## config.mk

```make
export PLATFORM = sky130hd
export DESIGN_NAME = hv_wake_input_monitor
export DESIGN_NICKNAME = d
export VERILOG_FILES = /design/src/verilog/hwm_pkg.sv /design/src/verilog/hwm_edge_filter.sv /design/src/verilog/hv_wake_input_monitor.sv
export SDC_FILE = /design/constraint.sdc
export NUM_CORES = 1
export LEC_CHECK = 0
export ABC_AREA = 1
export BUFFER_PORTS_ARGS = -buffer_cell sky130_fd_sc_hd__buf_2
export CAP_MARGIN = 20
export CORE_UTILIZATION = 51
export DETAILED_ROUTE_END_ITERATION = 6
export GPL_ROUTABILITY_DRIVEN = 0
export GPL_TIMING_DRIVEN = 0
export PLACE_DENSITY = 0.84
export SYNTH_ARGS = -nofsm -noshare
export SYNTH_HDL_FRONTEND = slang
export SYNTH_SLANG_ARGS = --single-unit
```

## constraint.sdc

```tcl
create_clock -name clk -period 1.3 [get_ports clk]
set_input_delay 0.065 -clock clk [delete_from_list [all_inputs] [get_ports clk]]
set_output_delay 0.065 -clock clk [all_outputs]
set_load 0.1 [all_outputs]
```

## src/verilog/hwm_pkg.sv

```systemverilog
/*
 Package for the high-voltage wake input monitor: device modes, pull
 selection codes, filter timing and reset values.
 Assumes a 125 MHz system clock and an active low asynchronous reset.
*/
// Overview of operation
// - Both pin edges count as wake signals
// - Interrupt in normal/stop, wake-up in sleep/fail-safe
// - Static sense monitors the pin continuously
// - Cyclic sense evaluates only inside active window
// - Static sense uses a 16 us deglitch filter
// - Crossing starts filter; accept if stable throughout
// - Enable bit gates all wake signalling
// - Accepted event sets sticky pin wake flag
// - Level status shows live pin in static sense
// - Cyclic sense level status holds sampled level
// - Aux pin filtered 16 us, flagged separately
// - Host selects pull-up and pull-down sources
// - Pull codes: none, down, up, automatic
// - Cyclic samples on high-side on-time; change wakes
package hwm_pkg;
  // Device operating modes
  typedef enum logic [2:0] {
    HWM_NORMAL   = 3'h0,
    HWM_STOP     = 3'h1,
    HWM_SLEEP    = 3'h2,
    HWM_FAILSAFE = 3'h3,
    HWM_INIT     = 3'h4
  } hwm_mode_t;
  // Pull selection codes
  localparam logic [1:0] HWM_PULL_NONE = 2'h0;
  localparam logic [1:0] HWM_PULL_DOWN = 2'h1;
  localparam logic [1:0] HWM_PULL_UP = 2'h2;
  localparam logic [1:0] HWM_PULL_AUTO = 2'h3;
  // Filter timing
  localparam int HWM_CLK_MHZ = 125;
  localparam int HWM_FILTER_US = 16;
  localparam int HWM_FILTER_CYC = HWM_FILTER_US * HWM_CLK_MHZ;
  localparam int HWM_CNT_W = 12;
  localparam logic [HWM_CNT_W-1:0] HWM_CNT_RST = 12'h000;
  localparam logic HWM_FLAG_RST = 1'b0;
endpackage : hwm_pkg

```

## src/verilog/hwm_edge_filter.sv

```systemverilog
/*
 Deglitch filter: a level change starts a timer, a change back cancels it,
 and stability for the full interval accepts the new level.
 Assumes a synchronised input on the same clock as the filter.
*/
`timescale 1ns/1ps
module hwm_edge_filter import hwm_pkg::*; #(
  parameter int FILT_CYC = HWM_FILTER_CYC
) (
  input wire logic clk,
  input wire logic rstSync_b,
  input wire logic active,
  input wire logic level,
  output logic filtLevel,
  output logic accept
);
  // ********************************
  // State
  // ********************************
  typedef struct packed {
    logic [HWM_CNT_W-1:0] cnt; // Time since crossing
    logic pend;                // Crossing pending
    logic stable;              // Accepted level
    logic acc;                 // Accept pulse
  } hwm_filt_t;
  hwm_filt_t st, next_st;

  // Filter next-state logic
  always_comb begin
    next_st = st;
    next_st.acc = 1'b0;
    if (!active) begin
      next_st.pend = 1'b0; // Window closed, drop pending
      next_st.cnt = HWM_CNT_RST;
      next_st.stable = level;
    end else if (level == st.stable) begin
      next_st.pend = 1'b0; // Crossed back, discard
      next_st.cnt = HWM_CNT_RST;
    end else if (!st.pend) begin
      next_st.pend = 1'b1; // Crossing starts interval
      next_st.cnt = 12'h001;
    end else if (st.cnt >= FILT_CYC[HWM_CNT_W-1:0] - 12'h001) begin
      next_st.pend = 1'b0; // Stable long enough
      next_st.cnt = HWM_CNT_RST;
      next_st.stable = level;
      next_st.acc = 1'b1; // Either direction accepted
    end else begin
      next_st.cnt = st.cnt + 12'h001;
    end
  end

  // State register
  always_ff @(posedge clk or negedge rstSync_b) begin
    if (!rstSync_b) begin
      st <= '0;
    end else begin
      st <= next_st;
    end
  end

  assign filtLevel = st.stable;
  assign accept = st.acc;

  // ********************************
  // Checks
  // ********************************
  property p_short_glitch;
    @(posedge clk) disable iff (!rstSync_b)
    (active && !st.pend && level != st.stable) ##1 (level == st.stable)
      |=> !st.pend;
  endproperty
  a_short_glitch: assert property (p_short_glitch)
    else $error("glitch left pending");
  property p_accept_needs_pend;
    @(posedge clk) disable iff (!rstSync_b)
    accept |-> $past(st.pend);
  endproperty
  a_accept_needs_pend: assert property (p_accept_needs_pend)
    else $error("accept without pending crossing");
  property p_inactive_quiet;
    @(posedge clk) disable iff (!rstSync_b)
    !active |=> !accept;
  endproperty
  a_inactive_quiet: assert property (p_inactive_quiet)
    else $error("accept outside window");
endmodule : hwm_edge_filter

```

## src/verilog/hv_wake_input_monitor.sv

```systemverilog
/*
 High-voltage wake input monitor: filters the wake pin and the auxiliary
 wake pin, raises interrupt or wake-up, keeps sticky flags and level status,
 and drives pull source enables.
 Assumes asynchronous pins, host control bits stable in the clock domain.
*/
`timescale 1ns/1ps
module hv_wake_input_monitor import hwm_pkg::*; #(
  parameter int FILT_CYC = HWM_FILTER_CYC
) (
  input wire logic clk,
  input wire logic rst_b,
  input wire logic hvWakePin,           // Wake pin comparator output
  input wire logic failOrGeneralIoPin,  // Auxiliary pin comparator output
  input wire hwm_mode_t mode,           // Device mode
  input wire logic wakeEnable,          // Wake capability enable
  input wire logic cyclicSense,         // 1: cyclic, 0: static
  input wire logic timedHighSideOutput, // Timer high-side on-time
  input wire logic auxIsWake,           // Aux pin configured as wake
  input wire logic [1:0] pullSelectBits,
  input wire logic pinWakeFlagClr,      // Host clears pin flag
  input wire logic auxWakeFlagClr,      // Host clears aux flag
  output logic pinWakeFlag,
  output logic auxWakeStatus,
  output logic wakeLevelStatus,
  output logic wakeIrq,                 // One-cycle interrupt request
  output logic wakeUp,                  // One-cycle wake-up request
  output logic pullUpEn,
  output logic pullDownEn
);
  // ********************************
  // State
  // ********************************
  typedef struct packed {
    logic [1:0] pinSh;    // Wake pin synchroniser
    logic [1:0] auxSh;    // Aux pin synchroniser
    logic hsPrev;         // High-side window last cycle
    logic sampled;        // Last cyclic sample
    logic sampValid;      // Sample taken since cyclic start
    logic pinFlag;
    logic auxFlag;
    logic lvl;
    logic irq;
    logic wake;
    logic pu;
    logic pd;
  } hwm_top_t;
  hwm_top_t st, next_st;

  logic rstSync_b;
  logic [1:0] rstSh; // Reset release, kept apart: its own raw reset
  logic pinFilt, pinAcc, auxAcc;
  logic pinEvent, auxEvent, anyEvent, activeMode;

  // Reset release synchroniser
  assign rstSync_b = rstSh[1];

  // ********************************
  // Filters
  // ********************************
  // Static filter runs always in static sense
  hwm_edge_filter #(.FILT_CYC(FILT_CYC)) u_pinFilt (
    .clk(clk),
    .rstSync_b(rstSync_b),
    .active(!cyclicSense),
    .level(st.pinSh[1]),
    .filtLevel(pinFilt),
    .accept(pinAcc)
  );
  // Aux pin static filter
  hwm_edge_filter #(.FILT_CYC(FILT_CYC)) u_auxFilt (
    .clk(clk),
    .rstSync_b(rstSync_b),
    .active(auxIsWake),
    .level(st.auxSh[1]),
    .filtLevel(),
    .accept(auxAcc)
  );

  // Cyclic: sample during on-time, change between samples wakes
  logic cycEvent;
  assign cycEvent = cyclicSense && timedHighSideOutput && !st.hsPrev &&
                    st.sampValid && (st.pinSh[1] != st.sampled);
  assign pinEvent = wakeEnable && (pinAcc || cycEvent);
  assign auxEvent = wakeEnable && auxIsWake && auxAcc;
  assign anyEvent = pinEvent || auxEvent;
  assign activeMode = (mode == HWM_NORMAL) || (mode == HWM_STOP);

  // Next-state logic
  always_comb begin
    next_st = st;
    next_st.pinSh = {st.pinSh[0], hvWakePin};
    next_st.auxSh = {st.auxSh[0], failOrGeneralIoPin};
    next_st.hsPrev = timedHighSideOutput;
    if (!cyclicSense) begin
      next_st.sampValid = 1'b0; // Restart sampling on re-entry
    end else if (timedHighSideOutput && !st.hsPrev) begin
      next_st.sampled = st.pinSh[1]; // Sample at on-time
      next_st.sampValid = 1'b1;
    end
    // Sticky flags, set beats clear
    next_st.pinFlag = pinEvent || (st.pinFlag && !pinWakeFlagClr);
    next_st.auxFlag = auxEvent || (st.auxFlag && !auxWakeFlagClr);
    // Interrupt in active modes, wake-up in sleep/fail-safe
    next_st.irq = anyEvent && activeMode;
    next_st.wake = anyEvent &&
                   ((mode == HWM_SLEEP) || (mode == HWM_FAILSAFE));
    // Level status
    if (cyclicSense) begin
      next_st.lvl = next_st.sampled; // Held sample
    end else begin
      next_st.lvl = st.pinSh[1]; // Live level
    end
    // Pull source selection
    case (pullSelectBits)
      HWM_PULL_DOWN: begin
        next_st.pu = 1'b0;
        next_st.pd = 1'b1;
      end
      HWM_PULL_UP: begin
        next_st.pu = 1'b1;
        next_st.pd = 1'b0;
      end
      HWM_PULL_AUTO: begin
        next_st.pu = st.pinSh[1]; // Follow detected level
        next_st.pd = !st.pinSh[1];
      end
      default: begin
        next_st.pu = 1'b0; // No source
        next_st.pd = 1'b0;
      end
    endcase
  end

  // Reset shift register runs on raw reset
  always_ff @(posedge clk or negedge rst_b) begin
    if (!rst_b) begin
      rstSh <= 2'h0;
    end else begin
      rstSh <= {rstSh[0], 1'b1};
    end
  end

  // Remaining state on synchronised reset
  always_ff @(posedge clk or negedge rstSync_b) begin
    if (!rstSync_b) begin
      st.pinSh <= 2'h0;
      st.auxSh <= 2'h0;
      st.hsPrev <= 1'b0;
      st.sampled <= 1'b0;
      st.sampValid <= 1'b0;
      st.pinFlag <= HWM_FLAG_RST;
      st.auxFlag <= HWM_FLAG_RST;
      st.lvl <= 1'b0;
      st.irq <= 1'b0;
      st.wake <= 1'b0;
      st.pu <= 1'b0;
      st.pd <= 1'b0;
    end else begin
      st <= next_st;
    end
  end

  // Outputs straight from flops
  assign pinWakeFlag = st.pinFlag;
  assign auxWakeStatus = st.auxFlag;
  assign wakeLevelStatus = st.lvl;
  assign wakeIrq = st.irq;
  assign wakeUp = st.wake;
  assign pullUpEn = st.pu;
  assign pullDownEn = st.pd;

  // ********************************
  // Checks
  // ********************************
  property p_flag_set;
    @(posedge clk) disable iff (!rstSync_b)
    pinEvent |=> pinWakeFlag;
  endproperty
  a_flag_set: assert property (p_flag_set)
    else $error("pin event did not set flag");
  property p_irq_mode;
    @(posedge clk) disable iff (!rstSync_b)
    anyEvent && activeMode |=> wakeIrq && !wakeUp;
  endproperty
  a_irq_mode: assert property (p_irq_mode)
    else $error("no interrupt in active mode");
  property p_wake_mode;
    @(posedge clk) disable iff (!rstSync_b)
    anyEvent && (mode == HWM_SLEEP) |=> wakeUp && !wakeIrq;
  endproperty
  a_wake_mode: assert property (p_wake_mode)
    else $error("no wake-up in sleep");
  property p_disabled;
    @(posedge clk) disable iff (!rstSync_b)
    !wakeEnable |=> !wakeIrq && !wakeUp;
  endproperty
  a_disabled: assert property (p_disabled)
    else $error("wake while disabled");
  property p_live_level;
    @(posedge clk) disable iff (!rstSync_b)
    !cyclicSense |=> wakeLevelStatus == $past(st.pinSh[1]);
  endproperty
  a_live_level: assert property (p_live_level)
    else $error("level status not live");
  property p_held_level;
    @(posedge clk) disable iff (!rstSync_b)
    cyclicSense && $past(cyclicSense) && !timedHighSideOutput
      |=> $stable(wakeLevelStatus);
  endproperty
  a_held_level: assert property (p_held_level)
    else $error("cyclic level changed outside sample");
  property p_pull_auto;
    @(posedge clk) disable iff (!rstSync_b)
    pullSelectBits == HWM_PULL_AUTO |=> pullUpEn != pullDownEn;
  endproperty
  a_pull_auto: assert property (p_pull_auto)
    else $error("auto pull not exclusive");
  property p_pull_none;
    @(posedge clk) disable iff (!rstSync_b)
    pullSelectBits == HWM_PULL_NONE |=> !pullUpEn && !pullDownEn;
  endproperty
  a_pull_none: assert property (p_pull_none)
    else $error("pull active with none");
  property p_aux_flag;
    @(posedge clk) disable iff (!rstSync_b)
    auxEvent |=> auxWakeStatus;
  endproperty
  a_aux_flag: assert property (p_aux_flag)
    else $error("aux event not flagged");
  c_irq: cover property (@(posedge clk) disable iff (!rstSync_b) wakeIrq);
  c_wake: cover property (@(posedge clk) disable iff (!rstSync_b) wakeUp);
  c_cyc: cover property (@(posedge clk) disable iff (!rstSync_b)
    cycEvent);
  c_aux: cover property (@(posedge clk) disable iff (!rstSync_b)
    auxEvent);
endmodule : hv_wake_input_monitor

```

# Word-level counts from Yosys, hierarchy flattened
# Index checks and enable logic that the tools add are counted.
dict set report totals {
  regBits 46
  inputBits 15
  output_inout_bits 7
}
dict set report op_classes {
  add_sub_neg 2
  order_cmp 2
  n_eq_ne 14
  n_mux 21
  n_reduce_logical 27
}
# op n
set ops {}
lappend ops {{2-to-1 mux 13 bit} 4}
lappend ops {{2-to-1 mux 14 bit} 2}
lappend ops {{adder 12 x 1 -> 12 bit, second input constant} 2}
lappend ops {{greater-or-equal comparator 12 x 11 -> 1 bit, second input constant} 2}
lappend ops {{2-to-1 mux 12 bit} 2}
lappend ops {{logical AND 1 bit} 12}
lappend ops {{2-to-1 mux 2 bit} 5}
lappend ops {{equality test 3 x 2 -> 1 bit, second input constant} 2}
lappend ops {{logical OR 1 bit} 6}
lappend ops {{2-to-1 mux 3 bit} 2}
lappend ops {{!= test 2 x 1 -> 1 bit, second input constant} 3}
lappend ops {{one-hot mux 2 bit (3 select lines)} 1}
lappend ops {{AND reduction 3 bit} 2}
lappend ops {{2-to-1 mux 1 bit} 5}
lappend ops {{equality test 2 bit, second input constant} 2}
lappend ops {{zero test 1 bit} 4}
lappend ops {{!= test 2 bit, second input constant} 2}
lappend ops {{nonzero test 2 bit} 2}
lappend ops {{equality test 3 x 1 -> 1 bit, second input constant} 1}
lappend ops {{zero test 3 bit} 1}
lappend ops {{equality test 1 bit} 2}
lappend ops {{equality test 2 x 1 -> 1 bit, second input constant} 1}
lappend ops {{!= test 1 bit} 1}

# Longest topological paths before layout
# Gate-level depths: netlist of the first run.
dict set report depth {
  depth_word 8
  depth_mapped 9
  depth_no_buf 9
}

# Cells and area by module
# From an unflattened synthesis of the first run, not the netlist that was laid out.
dict set report unflattened {
  hier_cells 206
  area_unflattened_um2 2010.7
}
# module instances cells_per_inst area_each_um2 seq_area_each_um2
set by_module_without_submodules {}
lappend by_module_without_submodules {hwm_edge_filter 2 78 729.4 375.4}
lappend by_module_without_submodules {hv_wake_input_monitor 1 50 551.8 400.4}

# Least setup slack after synthesis of the first run
# No wires, ideal clock.
dict set report synth_path {
  path_type {register to register}
  from {register u_auxFilt.st[3] in the netlist's numbering}
  to {register u_auxFilt.st[11] in the netlist's numbering}
  setup_ps 74
  arrival_ps 1182
  required_time_ps 1226
  slack_ps 43
  path_stages_with_launch 7
  n_path_buf 0
  synth_period_minus_slack_ps 1257
  path_cell_list {dfrtp_1 -> ha_1 -> nand3_1 -> nand2_1 -> nand2_1 -> nand4_2 -> nor2_1}
}
# element line_no
set synth_rtl {}
lappend synth_rtl {{start, declared} hwm_edge_filter.sv:26} ;# hwm_filt_t st, next_st;
lappend synth_rtl {{start signal, assigned} hwm_edge_filter.sv:57} ;# st <= next_st;

==> flow_summary.json, run 1 <==
{
  "crit_path_frequent_cell": "nand3_4",
  "drt_iter0_markers": 66,
  "vdd_ir_drop_max_uv": 1067,
  "fin_util": 0.7093,
  "yosysSeqAreaShare": 0.5790,
  "worst_pin_slew_ps": 918.8,
  "drive_gt1_frac": 0.3256,
  "syn_area_mm2": 0.001988,
  "clk_path_buf_depth": 2,
  "cts_sinks": 46,
  "die_h_um": 64.44,
  "arrival_ps": 1630,
  "fin_cells": 306,
  "io_buffers": 20,
  "synth_top_family_by_area": "simple AND/OR/NAND/NOR gates",
  "maxSlewViolCount": 0,
  "viasPerCell": 5.183,
  "ant_nets": 0,
  "hold_viol_final": 0,
  "crit_type": "reg -> reg",
  "synthAdderAreaFrac": 0.01259,
  "reg2reg_depth": 8,
  "path_max_fanout": 5,
  "hp-start": "mode[2]",
  "powerDensity_mw_per_mm2": 1050,
  "fp.dieArea_mm2": 0.004152,
  "status": "complete, but fails checks",
  "dpl.hpwl_um": 2471,
  "finalClockSkew_ps": 6.451,
  "worstHoldPathType": "in -> reg",
  "synth_warnings": 0,
  "dr.pass1.iters": 4,
  "clkSlewWorstSetupHoldPaths_ps": 90,
  "cp_slowest_stage_delay_ps": 420,
  "wirelength_um": 4689,
  "path_cells": "ha_4, nand3_4, nand2_2, nand3_4, nand2_4, nor2_8, nand2_1, nor2_1",
  "fin_ws_ps": -85.81,
  "cp_slowest_cell": "dfrtp_1",
  "worst_skew_pair.late_latency_ps": 310,
  "yosys.area_share.simple": 0.2574,
  "finalCritPeriodShare": 1.066,
  "area_growth_syn_to_layout_pct": 31.59,
  "dp.cells": 276,
  "syn-mean-instance-area_um2": 9.605,
  "fmax_mhz": 721.6,
  "drcViolationCount": 0,
  "wl_met3_um": 227,
  "avgRoutedWirePerCell_um": 15.32,
  "power.total_uw": 2746,
  "ios": 22,
  "failed_checks": "negative setup slack",
  "grt_pass1_wl_um": 6686,
  "synth_compound_area_frac": 0.04972,
  "cp-start-kind": "flip-flop",
  "root_buffer": "clkbuf_8",
  "rr_startpoint": "u_pinFilt.st[4]",
  "p_leak_uw": 0.001219,
  "cts_made_buffers": 5,
  "timing.slew.headroom": 0.3874,
  "htreeDepth": 2,
  "rsz0062_at_grt": "true",
  "layout_min_cycle_time_ps": 1386,
  "top_layer": "met4",
  "pre_cts_ws_ps": -267.3,
  "synth_seq_cells": 46,
  "coreArea_mm2": 0.003689,
  "drv_cap": 0,
  "synthXorXnorAreaFrac": 0.05286,
  "met1_length_um": 1785,
  "final_nets": 274,
  "rows": 22,
  "die_w_um": 64.44,
  "muxShareOfSynthArea": 0,
  "cp-end-kind": "flip-flop",
  "antenna_found_initial": 0,
  "yosysUniqueCellTypes": 28,
  "mostFrequentLayoutCell": "dfrtp_1",
  "grt_max_degree": 45,
  "worstPathRequired_ps": 1540,
  "layout_common_cells": "42 x dfrtp_1, 35 x nand2_1, 21 x inv_1, 21 x nor2_1, 20 x buf_2",
  "grt_use_total": 0.2168,
  "fin_area_mm2": 0.002616,
  "cp-startpoint": "u_pinFilt.st[4]",
  "synth_cells": 207,
  "wl_met2_um": 2545,
  "grt.overflow.total": 0,
  "num_antenna_cells": 0,
  "start_util": 0.5390,
  "grt_pass1_vias": 1517,
  "hold_depth": 3,
  "num_vias": 1586,
  "cts_tree": "done",
  "dpl_cell_area_mm2": 0.002153,
  "final-setup-viol-count": 10,
  "fill_cells": 225
}
cell usage after synthesis (all sizes together):
cell type,instances,area share
nand3,12,0.035
o21ai,5,0.013
a21oi,6,0.015
nor2,37,0.091
conb,2,0.0038
o21bai,2,0.0075
nand4,4,0.019
ha,2,0.013
nand2,47,0.098
a21boi,2,0.0075
xnor2,4,0.018
or2,2,0.0063
dfrtp,46,0.58
inv,23,0.045
nor3,1,0.0025
and3,2,0.0063
xor2,8,0.035
o21a,1,0.0038
a31oi,1,0.0031
kinds of logic (layout without fill, tap and decap cells):
kind of cell | Yosys count | count (layout)
AND/OR/NAND/NOR | 105 | 106
flip-flops | 46 | 46
buffers and inverters | 23 | 72
AO/OA/AOI/OAI | 17 | 17
XOR/XNOR | 12 | 12
adder cells (fa/ha/maj) | 2 | 2
other | 2 | 3
per-stage QoR:
step	setup TNS (ps)	hold slack [ps]
2_1_floorplan	0	-230.6
3_3_place_gp	-1498	-148.3
3_5_place_dp	-2753	-149.0
4_1_cts	0	5.225
5_1_grt	-1634	11.54
6_report	-275.8	6.543
per-layer routing:
layer / global-route usage / vias to the layer above
met2: 0.4039 / 47
met1: 0.2378 / 779
li1: - / 745
met4: 0.07500 / 0
met5: 0 / -
met3: 0.05282 / 15
registers in the layout, indices dropped and copies added, names as in the netlist, 2 cells and up:
name and flops:
next_st 2, rstSh 2, st 5, u_auxFilt.st 13
u_pinFilt.st 13
report_power, final:
group,internal (µW),switching (µW)
logic,98.0,193
registers,1480,66.6
clock network,389,518
worst paths after layout:
kind | to | slack [ps]
max in group asynchronous | u_pinFilt.st[6] | 250
worst max-delay path | u_pinFilt.st[10] | -90
min in group asynchronous | rstSh[0] | 50
worst min register to register | st[13] | 360
worst min-delay path | wakeIrq | 7
worst max register to register | u_pinFilt.st[10] | -90
worst max-delay path: cells and delay by family (launching register included):
| family | cells | cell delay, ps |
|---|---|---|
| simple gates | 7 | 700 |
| flops | 1 | 420 |
| fa+ha+maj | 1 | 200 |
area by class of cell:
type                            instances  area [µm²]  area share
Sequential cell                        46        1156      0.4419
Inverter                               23       91.34     0.03491
Clock buffer                            5       68.82     0.02630
Tap cell                               48       60.06     0.02296
Clock inverter                          3       22.52    0.008608
Multi-Input combinational cell        140       934.6      0.3572
Timing Repair Buffer                   41       282.8      0.1081
what timing repair did:
| item | 4_1_cts | 5_1_grt |
|---|---|---|
| pin swaps | 2 | 13 |
| endpoints found under the hold margin | 10 | 0 |
| setup buffers | 3 | 8 |
| endpoints found under the setup margin | 27 | 27 |
| gates resized for setup | 12 | 32 |
| hold buffers | 10 | 0 |
| cloned | 0 | 1 |
Power figures use the tool's default switching activity.
==> run 2: changes to the inputs <==
==> constraint.sdc (replaced) <==
create_clock -name clk -period 1.3 [get_ports clk]
set_input_delay 0 -clock clk [delete_from_list [all_inputs] [get_ports clk]]
set_output_delay 0 -clock clk [all_outputs]
set_load 0.1 [all_outputs]
==> run 2 against run 1 <==
Against the previous run:
- final cell count rose by 2.0%
- design area increased by 3.0%
- clock power is essentially flat
- utilization up 2.1 points
- the flow still finishes with violations (negative setup slack)
- worst hold slack better by 340 ps
- critical path depth down 2
- highest routed layer unchanged
==> flow_summary.json, run 2 (same netlist as run 1, synthesis figures left out) <==
{
  "io_buffers": 20,
  "fill_cells": 190,
  "biggestRegsByFlops": "u_auxFilt.st x13, u_pinFilt.st x13, st x5",
  "fp.dieArea_mm2": 0.004152,
  "fin_ws_ps": -66.10,
  "antenna_found_initial": 0,
  "drcViolationCount": 0,
  "area_growth_syn_to_layout_pct": 35.56,
  "timing.slew.headroom": 0.3771,
  "cts_made_buffers": 5,
  "drt_iter0_markers": 70,
  "vdd_ir_drop_max_uv": 1202,
  "path_buf_inv": 0,
  "ios": 22,
  "fin_cells": 312,
  "die_w_um": 64.44,
  "grt_use_total": 0.2309,
  "drv_cap": 0,
  "start_util": 0.5390,
  "rr_startpoint": "u_auxFilt.st[3]",
  "layout_common_cells": "42 x dfrtp_1, 33 x nand2_1, 22 x nor2_1",
  "arrival_ps": 1600,
  "grt.overflow.total": 0,
  "cp_slowest_stage_delay_ps": 440,
  "layout_min_cycle_time_ps": 1366,
  "root_buffer": "clkbuf_8",
  "worst_skew_pair.late_latency_ps": 310,
  "cp-end-kind": "flip-flop",
  "drive_gt1_frac": 0.3333,
  "dpl.hpwl_um": 2471,
  "maxSlewViolCount": 0,
  "multi_input_area_um2": 953.4,
  "mostFrequentLayoutCell": "dfrtp_1",
  "final-setup-viol-count": 18,
  "ant_nets": 0,
  "worstPathRequired_ps": 1530,
  "hp-start": "hvWakePin",
  "rows": 22,
  "worst_pin_slew_ps": 934.4,
  "finalClockSkew_ps": 7.442,
  "dr.pass1.iters": 4,
  "crit_path_frequent_cell": "nand2_4",
  "cts_sinks": 46,
  "num_antenna_cells": 0,
  "seq_area_mm2": 0.001156,
  "die_h_um": 64.44,
  "grt_pass1_wl_um": 7107,
  "cts_tree": "done",
  "viasPerCell": 5.465,
  "crit_type": "reg -> reg",
  "coreArea_mm2": 0.003689,
  "cp-startpoint": "u_auxFilt.st[3]",
  "dp.cells": 276,
  "failed_checks": "negative setup slack",
  "clkSlewWorstSetupHoldPaths_ps": 90,
  "final_nets": 280,
  "grt_pass1_vias": 1606,
  "status": "complete, but fails checks",
  "hold_viol_final": 0,
  "finalCritPeriodShare": 1.051,
  "power.total_uw": 2802,
  "wirelength_um": 5567,
  "path_max_fanout": 5,
  "cpLargestDelayFamily": "simple AND/OR/NAND/NOR gates",
  "fin_area_mm2": 0.002695,
  "dpl_cell_area_mm2": 0.002153,
  "fmax_mhz": 732.0,
  "cp_slowest_cell": "dfrtp_1",
  "powerDensity_mw_per_mm2": 1040,
  "rsz0062_at_grt": "true",
  "avgRoutedWirePerCell_um": 17.84,
  "path_cells": "ha_4, nand3_4, nand2_4, nand2_4, nand4_2, nor2_1",
  "p_leak_uw": 0.001253,
  "cp-start-kind": "flip-flop",
  "worstHoldPathType": "in -> reg",
  "clk_path_buf_depth": 2,
  "num_vias": 1705,
  "grt_max_degree": 45,
  "htreeDepth": 2
}
run 2: cell count changes in the layout (fill, tap and decap cells not counted), moves of 2 or more:
cell,before,now
dlygate4sd3_1,10,16
a21oi_1,6,4
a21oi_2,0,2
nand2_1,35,33
run 2: path summary, 6_finish.rpt:
check | to | slack (ps) | depth (start not counted)
setup / recovery | u_auxFilt.st[4] | -70 | 6
min in group asynchronous | u_auxFilt.filtLevel | 420 | 0
hold / removal | next_st[13] | 340 | 2
max in group asynchronous | u_pinFilt.st[7] | 230 | 0
setup reg to reg | u_auxFilt.st[4] | -70 | 6
hold reg to reg | st[13] | 360 | 0
run 2: where the power goes:
part / internal [µW] / switching (µW)
sequential: 1480 / 77.0
combinational: 115 / 221
clock: 389 / 517
total: 1990 / 815
run 2: worst reg2reg max path: stages, from the launching register on:
cell and delay [ps]:
dfrtp_1 440, ha_4 200, nand3_4 100, nand2_4 60
nand2_4 90, nand4_2 210, nor2_1 190
run 2: through the flow:
stage | utilization | TNS, ps | setup WS [ps] | hold WS, ps
after floorplan | - | 0 | 43.23 | -295.6
after detailed placement | 0.5838 | -2753 | -267.3 | -214.0
after global routing | 0.7307 | -1749 | -130.9 | 348.2
final | 0.7307 | -478.2 | -66.10 | 341.6
after global placement | 0.5838 | -1498 | -140.5 | -213.3
after CTS | 0.6699 | 0 | 3.287 | 315.5
run 2: repair_timing:
item / 4_1_cts / 5_1_grt
gates cloned: 0 / 1
hold buffers: 16 / 0
endpoints found under the setup margin: 27 / 29
buffers inserted: 3 / 8
resized for setup: 12 / 38
pin swaps: 2 / 12
hold endpoints to repair: 14 / 0
run 2: metal layers:
layer	GRT usage	routed length (µm)
met1	0.2538	2007
met2	0.4132	3001
met3	0.06338	312
met4	0.1028	246
met5	0	0
run 2: cell type report:
cell class                 count  area share
sequential                    46      0.4290
multi-input combinational    140      0.3538
timing repair buffer          47      0.1272
inverter                      23     0.03389
clock buffer                   5     0.02553
tap                           48     0.02228
clock inverter                 3    0.008357
